[src/verilog/subskip_pkg.sv]
// shared constants for the subtract, skip, speed and swap execution block
`default_nettype none
package subskip_pkg;

    // opcode fields, matched against the top bits of the 16-bit word
    localparam logic [3:0] OPC_SKIP_CLEAR   = 4'h6;
    localparam logic [7:0] OPC_SPEED        = 8'h01;
    localparam logic [6:0] OPC_SUB_TO_MEM   = 7'h05;
    localparam logic [6:0] OPC_SUB_TO_W     = 7'h04;
    localparam logic [7:0] OPC_SUB_LITERAL  = 8'h7A;
    localparam logic [6:0] OPC_SUBC_TO_MEM  = 7'h25;
    localparam logic [6:0] OPC_SUBC_TO_W    = 7'h24;
    localparam logic [6:0] OPC_SWAP_MEM     = 7'h1D;

    // instruction word field positions
    localparam int ADDR_LSB      = 0;
    localparam int ADDR_W        = 9;
    localparam int BITSEL_LSB    = 9;
    localparam int BITSEL_W      = 3;
    localparam int LITERAL_LSB   = 0;
    localparam int LITERAL_W     = 8;

    // status register bit positions
    localparam int STATUS_CARRY_BIT  = 0;
    localparam int STATUS_NIBBLE_BIT = 1;
    localparam int STATUS_ZERO_BIT   = 2;

    // speed control register fields
    localparam int POWER_DOWN_LSB    = 6;
    localparam int POWER_DOWN_W      = 2;
    localparam int SOURCE_LSB        = 4;
    localparam int SOURCE_W          = 2;
    localparam int DIVISOR_LSB       = 0;
    localparam int DIVISOR_W         = 4;

    // reset values and default location of the status register in data memory
    localparam logic [7:0] SPEED_RESET   = 8'h00;
    localparam logic [7:0] W_RESET       = 8'h00;
    localparam logic [8:0] STATUS_ADDR   = 9'h003;

    // instruction cycles per instruction, and width of the clock counter
    localparam int CYCLES_PLAIN  = 1;
    localparam int CYCLES_SKIP   = 2;
    localparam int COUNT_W       = 6;

    typedef enum logic [3:0] {
        OP_NONE       = 4'h0,
        OP_SKIP_CLEAR = 4'h1,
        OP_SPEED      = 4'h2,
        OP_SUB_MEM    = 4'h3,
        OP_SUB_W      = 4'h4,
        OP_SUB_LIT    = 4'h5,
        OP_SUBC_MEM   = 4'h6,
        OP_SUBC_W     = 4'h7,
        OP_SWAP_MEM   = 4'h8
    } op_e;

    typedef enum logic [1:0] {
        ST_IDLE = 2'b01,
        ST_WAIT = 2'b10
    } state_e;

endpackage

`default_nettype wire

[src/verilog/subtract_skip_speed_swap_exec.sv]
// execution of skip-if-clear, speed, subtract and nibble swap instructions
//
// What this block does
// - skip next instruction when tested bit clear
// - bit test: one cycle, two when skipping
// - carry flag lives in status bit 0
// - speed loads literal, leaves flags untouched
// - speed fields: power 7:6, source 5:4, divisor 3:0
// - speed takes one cycle at old divisor
// - new divisor applies from next instruction
// - memory minus W written back to memory
// - memory minus W written into W
// - literal minus W written into W
// - carry cleared on borrow, else set
// - nibble flag cleared on bit 3 borrow
// - zero flag set when result is zero
// - memory minus W minus not-carry, into memory
// - with borrow: result into W, memory intact
// - swap memory nibbles in place, flags untouched unless the swapped location is the status register
// - zero flag lives in status bit 2
`timescale 1ns/1ps
`default_nettype none

module subtract_skip_speed_swap_exec #(
    parameter logic [7:0] SPEED_INIT  = subskip_pkg::SPEED_RESET,
    parameter logic [8:0] STATUS_LOC  = subskip_pkg::STATUS_ADDR
) (
    input  wire logic        core_clk,
    input  wire logic        reset,
    input  wire logic        instr_valid,
    input  wire logic [15:0] instr_word,
    output logic             instr_ready,
    output logic       [8:0] mem_raddr,
    input  wire logic  [7:0] mem_rdata,
    output logic             mem_we,
    output logic       [8:0] mem_waddr,
    output logic       [7:0] mem_wdata,
    output logic             retire,
    output logic             skip_next,
    output logic             unknown_op,
    output logic       [7:0] w_value,
    output logic       [7:0] status_flags,
    output logic       [7:0] cpu_speed_control,
    output logic       [1:0] power_down_select,
    output logic       [1:0] system_source_select,
    output logic       [3:0] core_divisor_select
);

    typedef struct packed {
        subskip_pkg::state_e          state;
        logic [subskip_pkg::COUNT_W-1:0] wait_count;
        logic [7:0]                   w;
        logic                         carry;
        logic                         nibble_borrow_flag;
        logic                         zero;
        logic [7:0]                   speed;
        logic                         we;
        logic [8:0]                   waddr;
        logic [7:0]                   wdata;
        logic                         retire;
        logic                         skip;
        logic                         unknown;
    } exec_s;

    exec_s cur;
    exec_s next_cur;

    // opcode match; the nine address bits and three bit-number bits sit below
    function automatic subskip_pkg::op_e decode(input logic [15:0] word);
        subskip_pkg::op_e op;
        op = subskip_pkg::OP_NONE;
        if (word[15:12] == subskip_pkg::OPC_SKIP_CLEAR) begin
            op = subskip_pkg::OP_SKIP_CLEAR;
        end else if (word[15:8] == subskip_pkg::OPC_SPEED) begin
            op = subskip_pkg::OP_SPEED;
        end else if (word[15:8] == subskip_pkg::OPC_SUB_LITERAL) begin
            op = subskip_pkg::OP_SUB_LIT;
        end else begin
            case (word[15:9])
                subskip_pkg::OPC_SUB_TO_MEM: begin
                    op = subskip_pkg::OP_SUB_MEM;
                end
                subskip_pkg::OPC_SUB_TO_W: begin
                    op = subskip_pkg::OP_SUB_W;
                end
                subskip_pkg::OPC_SUBC_TO_MEM: begin
                    op = subskip_pkg::OP_SUBC_MEM;
                end
                subskip_pkg::OPC_SUBC_TO_W: begin
                    op = subskip_pkg::OP_SUBC_W;
                end
                subskip_pkg::OPC_SWAP_MEM: begin
                    op = subskip_pkg::OP_SWAP_MEM;
                end
                default: begin
                    op = subskip_pkg::OP_NONE;
                end
            endcase
        end
        return op;
    endfunction

    // core clocks per instruction cycle: divisor code n divides by n plus one
    function automatic logic [subskip_pkg::COUNT_W-1:0] clocks_for(
        input logic [7:0] speed_reg,
        input logic       two_cycles
    );
        logic [subskip_pkg::COUNT_W-1:0] per_cycle;
        per_cycle = {2'b00, speed_reg[subskip_pkg::DIVISOR_LSB +: subskip_pkg::DIVISOR_W]}
                    + 6'h01;
        if (two_cycles) begin
            return per_cycle << 1;
        end
        return per_cycle;
    endfunction

    // status byte as seen by software; only the three flags are held here
    function automatic logic [7:0] status_byte(input exec_s s);
        logic [7:0] b;
        b = 8'h00;
        b[subskip_pkg::STATUS_CARRY_BIT]  = s.carry;
        b[subskip_pkg::STATUS_NIBBLE_BIT] = s.nibble_borrow_flag;
        b[subskip_pkg::STATUS_ZERO_BIT]   = s.zero;
        return b;
    endfunction

    // the five subtract forms; only these and a store into the status location rewrite the flags
    function automatic logic is_subtract(input subskip_pkg::op_e code);
        logic hit;
        hit = 1'b0;
        case (code)
            subskip_pkg::OP_SUB_MEM,
            subskip_pkg::OP_SUBC_MEM,
            subskip_pkg::OP_SUB_W,
            subskip_pkg::OP_SUBC_W,
            subskip_pkg::OP_SUB_LIT: begin
                hit = 1'b1;
            end
            default: begin
                hit = 1'b0;
            end
        endcase
        return hit;
    endfunction

    // forms that store a byte back into data memory
    function automatic logic is_store(input subskip_pkg::op_e code);
        logic hit;
        hit = 1'b0;
        case (code)
            subskip_pkg::OP_SUB_MEM,
            subskip_pkg::OP_SUBC_MEM,
            subskip_pkg::OP_SWAP_MEM: begin
                hit = 1'b1;
            end
            default: begin
                hit = 1'b0;
            end
        endcase
        return hit;
    endfunction

    // forms that take the inverted carry as borrow in
    function automatic logic uses_borrow(input subskip_pkg::op_e code);
        logic hit;
        hit = 1'b0;
        case (code)
            subskip_pkg::OP_SUBC_MEM,
            subskip_pkg::OP_SUBC_W: begin
                hit = 1'b1;
            end
            default: begin
                hit = 1'b0;
            end
        endcase
        return hit;
    endfunction

    // nibble exchange of one byte
    function automatic logic [7:0] swap_nibbles(input logic [7:0] v);
        return {v[3:0], v[7:4]};
    endfunction

    subskip_pkg::op_e op;
    logic [8:0]       file_addr;
    logic [2:0]       bit_sel;
    logic [7:0]       literal_byte;
    logic [7:0]       operand;
    logic             accept;
    logic             tested_bit;
    logic             with_borrow;
    logic             sub_form;
    logic             store_form;
    logic [7:0]       alu_minuend;
    logic [7:0]       alu_diff;
    logic             alu_carry;
    logic             alu_nibble;
    logic             alu_zero;
    logic [subskip_pkg::COUNT_W-1:0] total_clocks;

    always_comb begin
        op           = decode(instr_word);
        file_addr    = instr_word[subskip_pkg::ADDR_LSB +: subskip_pkg::ADDR_W];
        bit_sel      = instr_word[subskip_pkg::BITSEL_LSB +: subskip_pkg::BITSEL_W];
        literal_byte = instr_word[subskip_pkg::LITERAL_LSB +: subskip_pkg::LITERAL_W];
        accept       = instr_valid && (cur.state == subskip_pkg::ST_IDLE);
        sub_form     = is_subtract(op);
        store_form   = is_store(op);
    end

    // the write of the previous instruction lands one clock late, so a read of the
    // same location in the following clock is forwarded rather than read stale
    always_comb begin
        if (file_addr == STATUS_LOC) begin
            operand = status_byte(cur);
        end else if (cur.we && (cur.waddr == file_addr)) begin
            operand = cur.wdata;
        end else begin
            operand = mem_rdata;
        end
        tested_bit  = operand[bit_sel];
        with_borrow = uses_borrow(op);
        if (op == subskip_pkg::OP_SUB_LIT) begin
            alu_minuend = literal_byte;
        end else begin
            alu_minuend = operand;
        end
    end

    // borrow in is the complement of the carry flag for the two with-borrow forms, zero for the others
    sub_borrow_alu u_alu (
        .minuend    (alu_minuend),
        .subtrahend (cur.w),
        .borrow_in  (with_borrow & ~cur.carry),
        .difference (alu_diff),
        .carry_out  (alu_carry),
        .nibble_out (alu_nibble),
        .zero_out   (alu_zero)
    );

    always_comb begin
        next_cur        = cur;
        next_cur.we     = 1'b0;
        next_cur.retire = 1'b0;
        total_clocks    = clocks_for(cur.speed, 1'b0);
        case (cur.state)
            subskip_pkg::ST_IDLE: begin
                if (accept) begin
                    next_cur.retire  = 1'b1;
                    next_cur.skip    = 1'b0;
                    next_cur.unknown = 1'b0;
                    next_cur.waddr   = file_addr;
                    case (op)
                        subskip_pkg::OP_SKIP_CLEAR: begin
                            next_cur.skip = ~tested_bit;
                            total_clocks  = clocks_for(cur.speed, ~tested_bit);
                        end
                        subskip_pkg::OP_SPEED: begin
                            // old divisor times this one; flags are not touched
                            next_cur.speed = literal_byte;
                        end
                        subskip_pkg::OP_SUB_MEM,
                        subskip_pkg::OP_SUBC_MEM: begin
                            next_cur.we    = 1'b1;
                            next_cur.wdata = alu_diff;
                        end
                        subskip_pkg::OP_SUB_W,
                        subskip_pkg::OP_SUBC_W,
                        subskip_pkg::OP_SUB_LIT: begin
                            next_cur.w = alu_diff;
                        end
                        subskip_pkg::OP_SWAP_MEM: begin
                            next_cur.we    = 1'b1;
                            next_cur.wdata = swap_nibbles(operand);
                        end
                        // unknown words still hold the port for one instruction cycle
                        default: begin
                            next_cur.unknown = 1'b1;
                        end
                    endcase
                    // a byte written to the status location lands on the flags
                    if (store_form && (file_addr == STATUS_LOC)) begin
                        next_cur.carry              = next_cur.wdata[subskip_pkg::STATUS_CARRY_BIT];
                        next_cur.nibble_borrow_flag = next_cur.wdata[subskip_pkg::STATUS_NIBBLE_BIT];
                        next_cur.zero               = next_cur.wdata[subskip_pkg::STATUS_ZERO_BIT];
                    end
                    // subtract flags win over a store into the status location
                    if (sub_form) begin
                        next_cur.carry              = alu_carry;
                        next_cur.nibble_borrow_flag = alu_nibble;
                        next_cur.zero               = alu_zero;
                    end
                    if (total_clocks > 6'h01) begin
                        next_cur.state      = subskip_pkg::ST_WAIT;
                        next_cur.wait_count = total_clocks - 6'h02;
                    end
                end
            end
            subskip_pkg::ST_WAIT: begin
                // holds off the next instruction for the rest of its clocks
                if (cur.wait_count == 6'h00) begin
                    next_cur.state = subskip_pkg::ST_IDLE;
                end else begin
                    next_cur.wait_count = cur.wait_count - 6'h01;
                end
            end
            default: begin
                next_cur.state = subskip_pkg::ST_IDLE;
            end
        endcase
    end

    always_ff @(posedge core_clk) begin
        if (reset) begin
            cur.state              <= subskip_pkg::ST_IDLE;
            cur.wait_count         <= '0;
            cur.w                  <= subskip_pkg::W_RESET;
            cur.carry              <= 1'b0;
            cur.nibble_borrow_flag <= 1'b0;
            cur.zero               <= 1'b0;
            cur.speed              <= SPEED_INIT;
            cur.we                 <= 1'b0;
            cur.waddr              <= 9'h000;
            cur.wdata              <= 8'h00;
            cur.retire             <= 1'b0;
            cur.skip               <= 1'b0;
            cur.unknown            <= 1'b0;
        end else begin
            cur <= next_cur;
        end
    end

    always_comb begin
        instr_ready          = (cur.state == subskip_pkg::ST_IDLE);
        mem_raddr            = file_addr;
        mem_we               = cur.we;
        mem_waddr            = cur.waddr;
        mem_wdata            = cur.wdata;
        retire               = cur.retire;
        skip_next            = cur.skip;
        unknown_op           = cur.unknown;
        w_value              = cur.w;
        status_flags         = status_byte(cur);
        cpu_speed_control    = cur.speed;
        power_down_select    = cur.speed[subskip_pkg::POWER_DOWN_LSB +: subskip_pkg::POWER_DOWN_W];
        system_source_select = cur.speed[subskip_pkg::SOURCE_LSB +: subskip_pkg::SOURCE_W];
        core_divisor_select  = cur.speed[subskip_pkg::DIVISOR_LSB +: subskip_pkg::DIVISOR_W];
    end

endmodule

`default_nettype wire

[src/verilog/sub_borrow_alu.sv]
// 8-bit subtractor with borrow in and carry, nibble and zero results
`timescale 1ns/1ps
`default_nettype none

module sub_borrow_alu (
    input  wire logic [7:0] minuend,
    input  wire logic [7:0] subtrahend,
    input  wire logic       borrow_in,
    output logic      [7:0] difference,
    output logic            carry_out,
    output logic            nibble_out,
    output logic            zero_out
);

    logic [8:0] full_diff;
    logic [4:0] low_diff;

    // one extra bit catches the borrow out of bit 7 and out of bit 3
    always_comb begin
        full_diff  = {1'b0, minuend} - {1'b0, subtrahend} - {8'h00, borrow_in};
        low_diff   = {1'b0, minuend[3:0]} - {1'b0, subtrahend[3:0]} - {4'h0, borrow_in};
        difference = full_diff[7:0];
        carry_out  = ~full_diff[8];
        nibble_out = ~low_diff[4];
        zero_out   = (full_diff[7:0] == 8'h00);
    end

endmodule

`default_nettype wire

[config.mk]
export PLATFORM = sky130hd
export DESIGN_NAME = subtract_skip_speed_swap_exec
export DESIGN_NICKNAME = d
export VERILOG_FILES = /design/src/verilog/subskip_pkg.sv /design/src/verilog/subtract_skip_speed_swap_exec.sv /design/src/verilog/sub_borrow_alu.sv
export SDC_FILE = /design/constraint.sdc
export NUM_CORES = 1
export LEC_CHECK = 0
export BUFFER_PORTS_ARGS = -buffer_cell sky130_fd_sc_hd__buf_2
export CORE_MARGIN = 8
export CORE_UTILIZATION = 30
export DETAILED_ROUTE_END_ITERATION = 8
export GPL_ROUTABILITY_DRIVEN = 0
export GPL_TIMING_DRIVEN = 0
export PLACE_DENSITY = 0.47
export SYNTH_ARGS = -nofsm -noshare
export SYNTH_HDL_FRONTEND = slang
export SYNTH_SLANG_ARGS = --single-unit
[constraint.sdc]
create_clock -name core_clk -period 8.66 [get_ports core_clk]
set_input_delay 0.866 -clock core_clk [delete_from_list [all_inputs] [get_ports core_clk]]
set_output_delay 0.866 -clock core_clk [all_outputs]
set_load 0.02 [all_outputs]
==> flow_metrics.tcl <==
set metrics [dict create \
    setup-tns-final_ns 0 \
    cp_data_required_time_ns 8.81 \
    port_buffers 81 \
    hold_violations 0 \
    post-route-period-util_pct 53.7 \
    finalSetupViolCount 0 \
    drt_iter0_markers 237 \
    route.final.wire_length_mm 12.3 \
    grt_pass1_wl_mm 18.7 \
    tritoncts "yes" \
    period_needed_ns 4.65 \
    cp_data_arrival_time_ns 4.80 \
    yosys.area_share.adder_pct 6.20 \
    power.static_leakage_nw 2.21 \
    multi_input_comb_area_um2 2260 \
    timing.critical_path.to_type "flip-flop" \
    edff_count_synth 0 \
    tritoncts_buffers 5 \
    starting_utilization_of_the_core_area_pct 30.7 \
    syn_to_final_growth_pct 19.9 \
    post_synth_mux_area_share_pct 7.20 \
    grt_pass1_vias 3425 \
    power.density_cell_area_nw_per_um2 116 \
    die-height_um 130 \
    synth_compound_area_share_pct 17.1 \
    result_of_the_run "finished, final reports clean" \
    post_synth.cell_area_avg_um2 7.76 \
    routed-via-count 3672 \
    syn-cell-area_um2 3870 \
    n_fill_cell 1412 \
    post-dp-hpwl_mm 9.87 \
    cts.root.buffer_cell "sky130_fd_sc_hd__clkbuf_16" \
    global_route_overflow 0 \
    hold_worst_slack_ns 0.481 \
    critical_path_peak_fanout 10 \
    post_synth_and_or_nand_nor_area_fraction_pct 22.5 \
    synth_flop_cell "sky130_fd_sc_hd__dfxtp_1" \
    detail-route-antenna-nets 0 \
    commonest_non_fill_non_tap_cell_in_the_layout "sky130_fd_sc_hd__buf_2" \
    drtPass1Iterations 4 \
    clock-skew-final_ns 0.00566 \
    hold_buffers 0 \
    clock-sinks 48 \
    clk_pin_slew_ns 0.07 \
    fin_total_pwr_mw 0.537 \
    slew_headroom_pct 26.5 \
    core_region_area_um2 12600 \
    drive_above_1_share_pct 29.3 \
    timing.fmax_mhz 215 \
    floorplan.die.width_um 130 \
    grt_total_usage_pct 14.3 \
    grt_max_degree 14 \
    nature_of_the_critical_path_startpoint "input pin" \
    maxCapViolCount 0 \
    cts.htree.levels 2 \
    crit_type "in -> reg" \
    drv_slew 0 \
    fp.dieArea_um2 16800 \
    slew_at_the_pin_with_the_worst_max_slew_slack_ns 1.09 \
    drc_errors 0 \
    timing.hold.worst.class "reg -> reg" \
    viasPerCell 4.81 \
    insertedDiodeCount 0 \
    clock_latency_ns 0.29 \
    layout_setup_ws_ns 4.01 \
    design.final.nets 636 \
    area.sequential_um2 961 \
    synth_cell_types 64 \
    layout_common_cells "81 x sky130_fd_sc_hd__buf_2, 61 x sky130_fd_sc_hd__buf_4, 59 x sky130_fd_sc_hd__nor2_1, 48 x sky130_fd_sc_hd__nand2_1, 48 x sky130_fd_sc_hd__dfxtp_1" \
    post-cts-setup-buffer-count 0 \
    detailedPlace.worstSlack_ns 3.83 \
    floorplan.rows 41 \
    rsz0062_at_grt "false" \
    cts_resized 0 \
    grt_antenna_before_repair 0 \
    design.portCount 90 \
    number_of_buffers_between_clock_root_and_the_deepest_sink 2 \
    fraction_of_synthesized_cell_area_in_xor_and_xnor_cells_pct 4.97 \
    async_flop_share_pct 0 \
    sequential_to_total_area_share_from_yosys_stat_pct 24.8 \
    wire_per_inst_um 16.1 \
    syn-instance-count 499 \
    synth_top_family_by_area "simple AND/OR/NAND/NOR gates" \
    utilization_pct 36.8 \
    irDropWorstVdd_mv 0.0641 \
    number_of_register_bits_inferred_by_synthesis 48 \
    synth.yosys.warnings 0 \
]
sequential cells by signal, summed over array words and instances, names as in the netlist:
| signal | flops |
|---|---|
| mem_wdata | 8 |
| cur | 8 |
| mem_waddr | 9 |
| w_value | 8 |
| skip_next | 1 |
| mem_we | 1 |
| status_flags | 3 |
| cpu_speed_control | 8 |
| retire | 1 |
| unknown_op | 1 |
per-layer routing:
| metal | vias to the layer above | wire length [µm] | share of wire [%] | global-route usage, % |
|---|---|---|---|---|
| met4 | 0 | 89 | 0.72 | 3.28 |
| li1 | 1853 | - | - | - |
| met5 | - | 0 | 0 | 0 |
| met2 | 110 | 5650 | 46 | 23.2 |
| met1 | 1705 | 5770 | 47 | 19.2 |
| met3 | 4 | 767 | 6.2 | 2.59 |
cells by family after synthesis:
group | after synthesis
AND/OR/NAND/NOR | 180
AO/OA/AOI/OAI | 102
buffers and inverters | 102
flip-flops | 48
multiplexers | 26
XOR/XNOR | 22
adder cells (fa/ha/maj) | 18
other | 1
cell usage after synthesis, types with 7 or more instances:
cell / count / area (µm²)
sky130_fd_sc_hd__nor3_1: 16 / 80.1
sky130_fd_sc_hd__nand3_1: 13 / 65.1
sky130_fd_sc_hd__buf_4: 61 / 458
sky130_fd_sc_hd__a31oi_1: 8 / 50.1
sky130_fd_sc_hd__nand2_1: 48 / 180
sky130_fd_sc_hd__clkbuf_1: 9 / 33.8
sky130_fd_sc_hd__o21ai_0: 18 / 90.1
sky130_fd_sc_hd__nand2b_1: 9 / 56.3
sky130_fd_sc_hd__a21oi_1: 38 / 190
sky130_fd_sc_hd__xnor2_1: 16 / 140
sky130_fd_sc_hd__ha_1: 16 / 200
sky130_fd_sc_hd__buf_6: 7 / 78.8
sky130_fd_sc_hd__inv_1: 25 / 93.8
sky130_fd_sc_hd__mux2i_1: 23 / 230
sky130_fd_sc_hd__dfxtp_1: 48 / 961
sky130_fd_sc_hd__nor2_1: 59 / 221
report_power, final:
group          leakage, nW  internal [mW]  switching, mW
clock network       0.0667          0.105         0.0842
registers            0.390          0.226        0.00569
logic                 1.75         0.0459         0.0698
stage by stage:
stage,area (µm²),std cells
floorplan,3890,503
global placement,4510,756
detailed placement,4510,756
CTS,4640,763
global route,4640,763
finish,4640,763
final timing paths:
| check | from | to | slack [ns] | cells after the start |
|---|---|---|---|---|
| worst max-delay path | instr_word[10] | mem_wdata[7] | 4.01 | 15 |
| worst min-delay path | mem_waddr[0] | mem_waddr[0] | 0.48 | 2 |
| worst max register to register | mem_waddr[1] | mem_wdata[7] | 4.68 | 17 |
| worst min register to register | mem_waddr[0] | mem_waddr[0] | 0.48 | 2 |
worst max-delay path, cell delays in order:
cell	delay [ns]
sky130_fd_sc_hd__buf_4	0.15
sky130_fd_sc_hd__nand2b_1	0.24
sky130_fd_sc_hd__nor3_1	0.63
sky130_fd_sc_hd__clkbuf_1	0.45
sky130_fd_sc_hd__a21oi_1	0.17
sky130_fd_sc_hd__fa_1	0.37
sky130_fd_sc_hd__inv_1	0.10
sky130_fd_sc_hd__ha_1	0.27
sky130_fd_sc_hd__o211ai_1	0.10
sky130_fd_sc_hd__a31oi_1	0.09
sky130_fd_sc_hd__o21ai_0	0.40
sky130_fd_sc_hd__a31oi_1	0.18
sky130_fd_sc_hd__xor2_1	0.23
sky130_fd_sc_hd__a221oi_1	0.47
sky130_fd_sc_hd__nor3_1	0.09
layout make-up:
| cell class | instances | area share [%] |
|---|---|---|
| multi-input cells | 353 | 48.7 |
| flip-flops and latches | 48 | 20.7 |
| plain buffers | 77 | 12.3 |
| repair buffers | 81 | 8.73 |
| well taps | 172 | 4.63 |
| clock buffers | 6 | 2.78 |
| inverters | 25 | 2.02 |
| clock inverters | 1 | 0.108 |
Note: power is estimated with default switching activity, not from simulation.
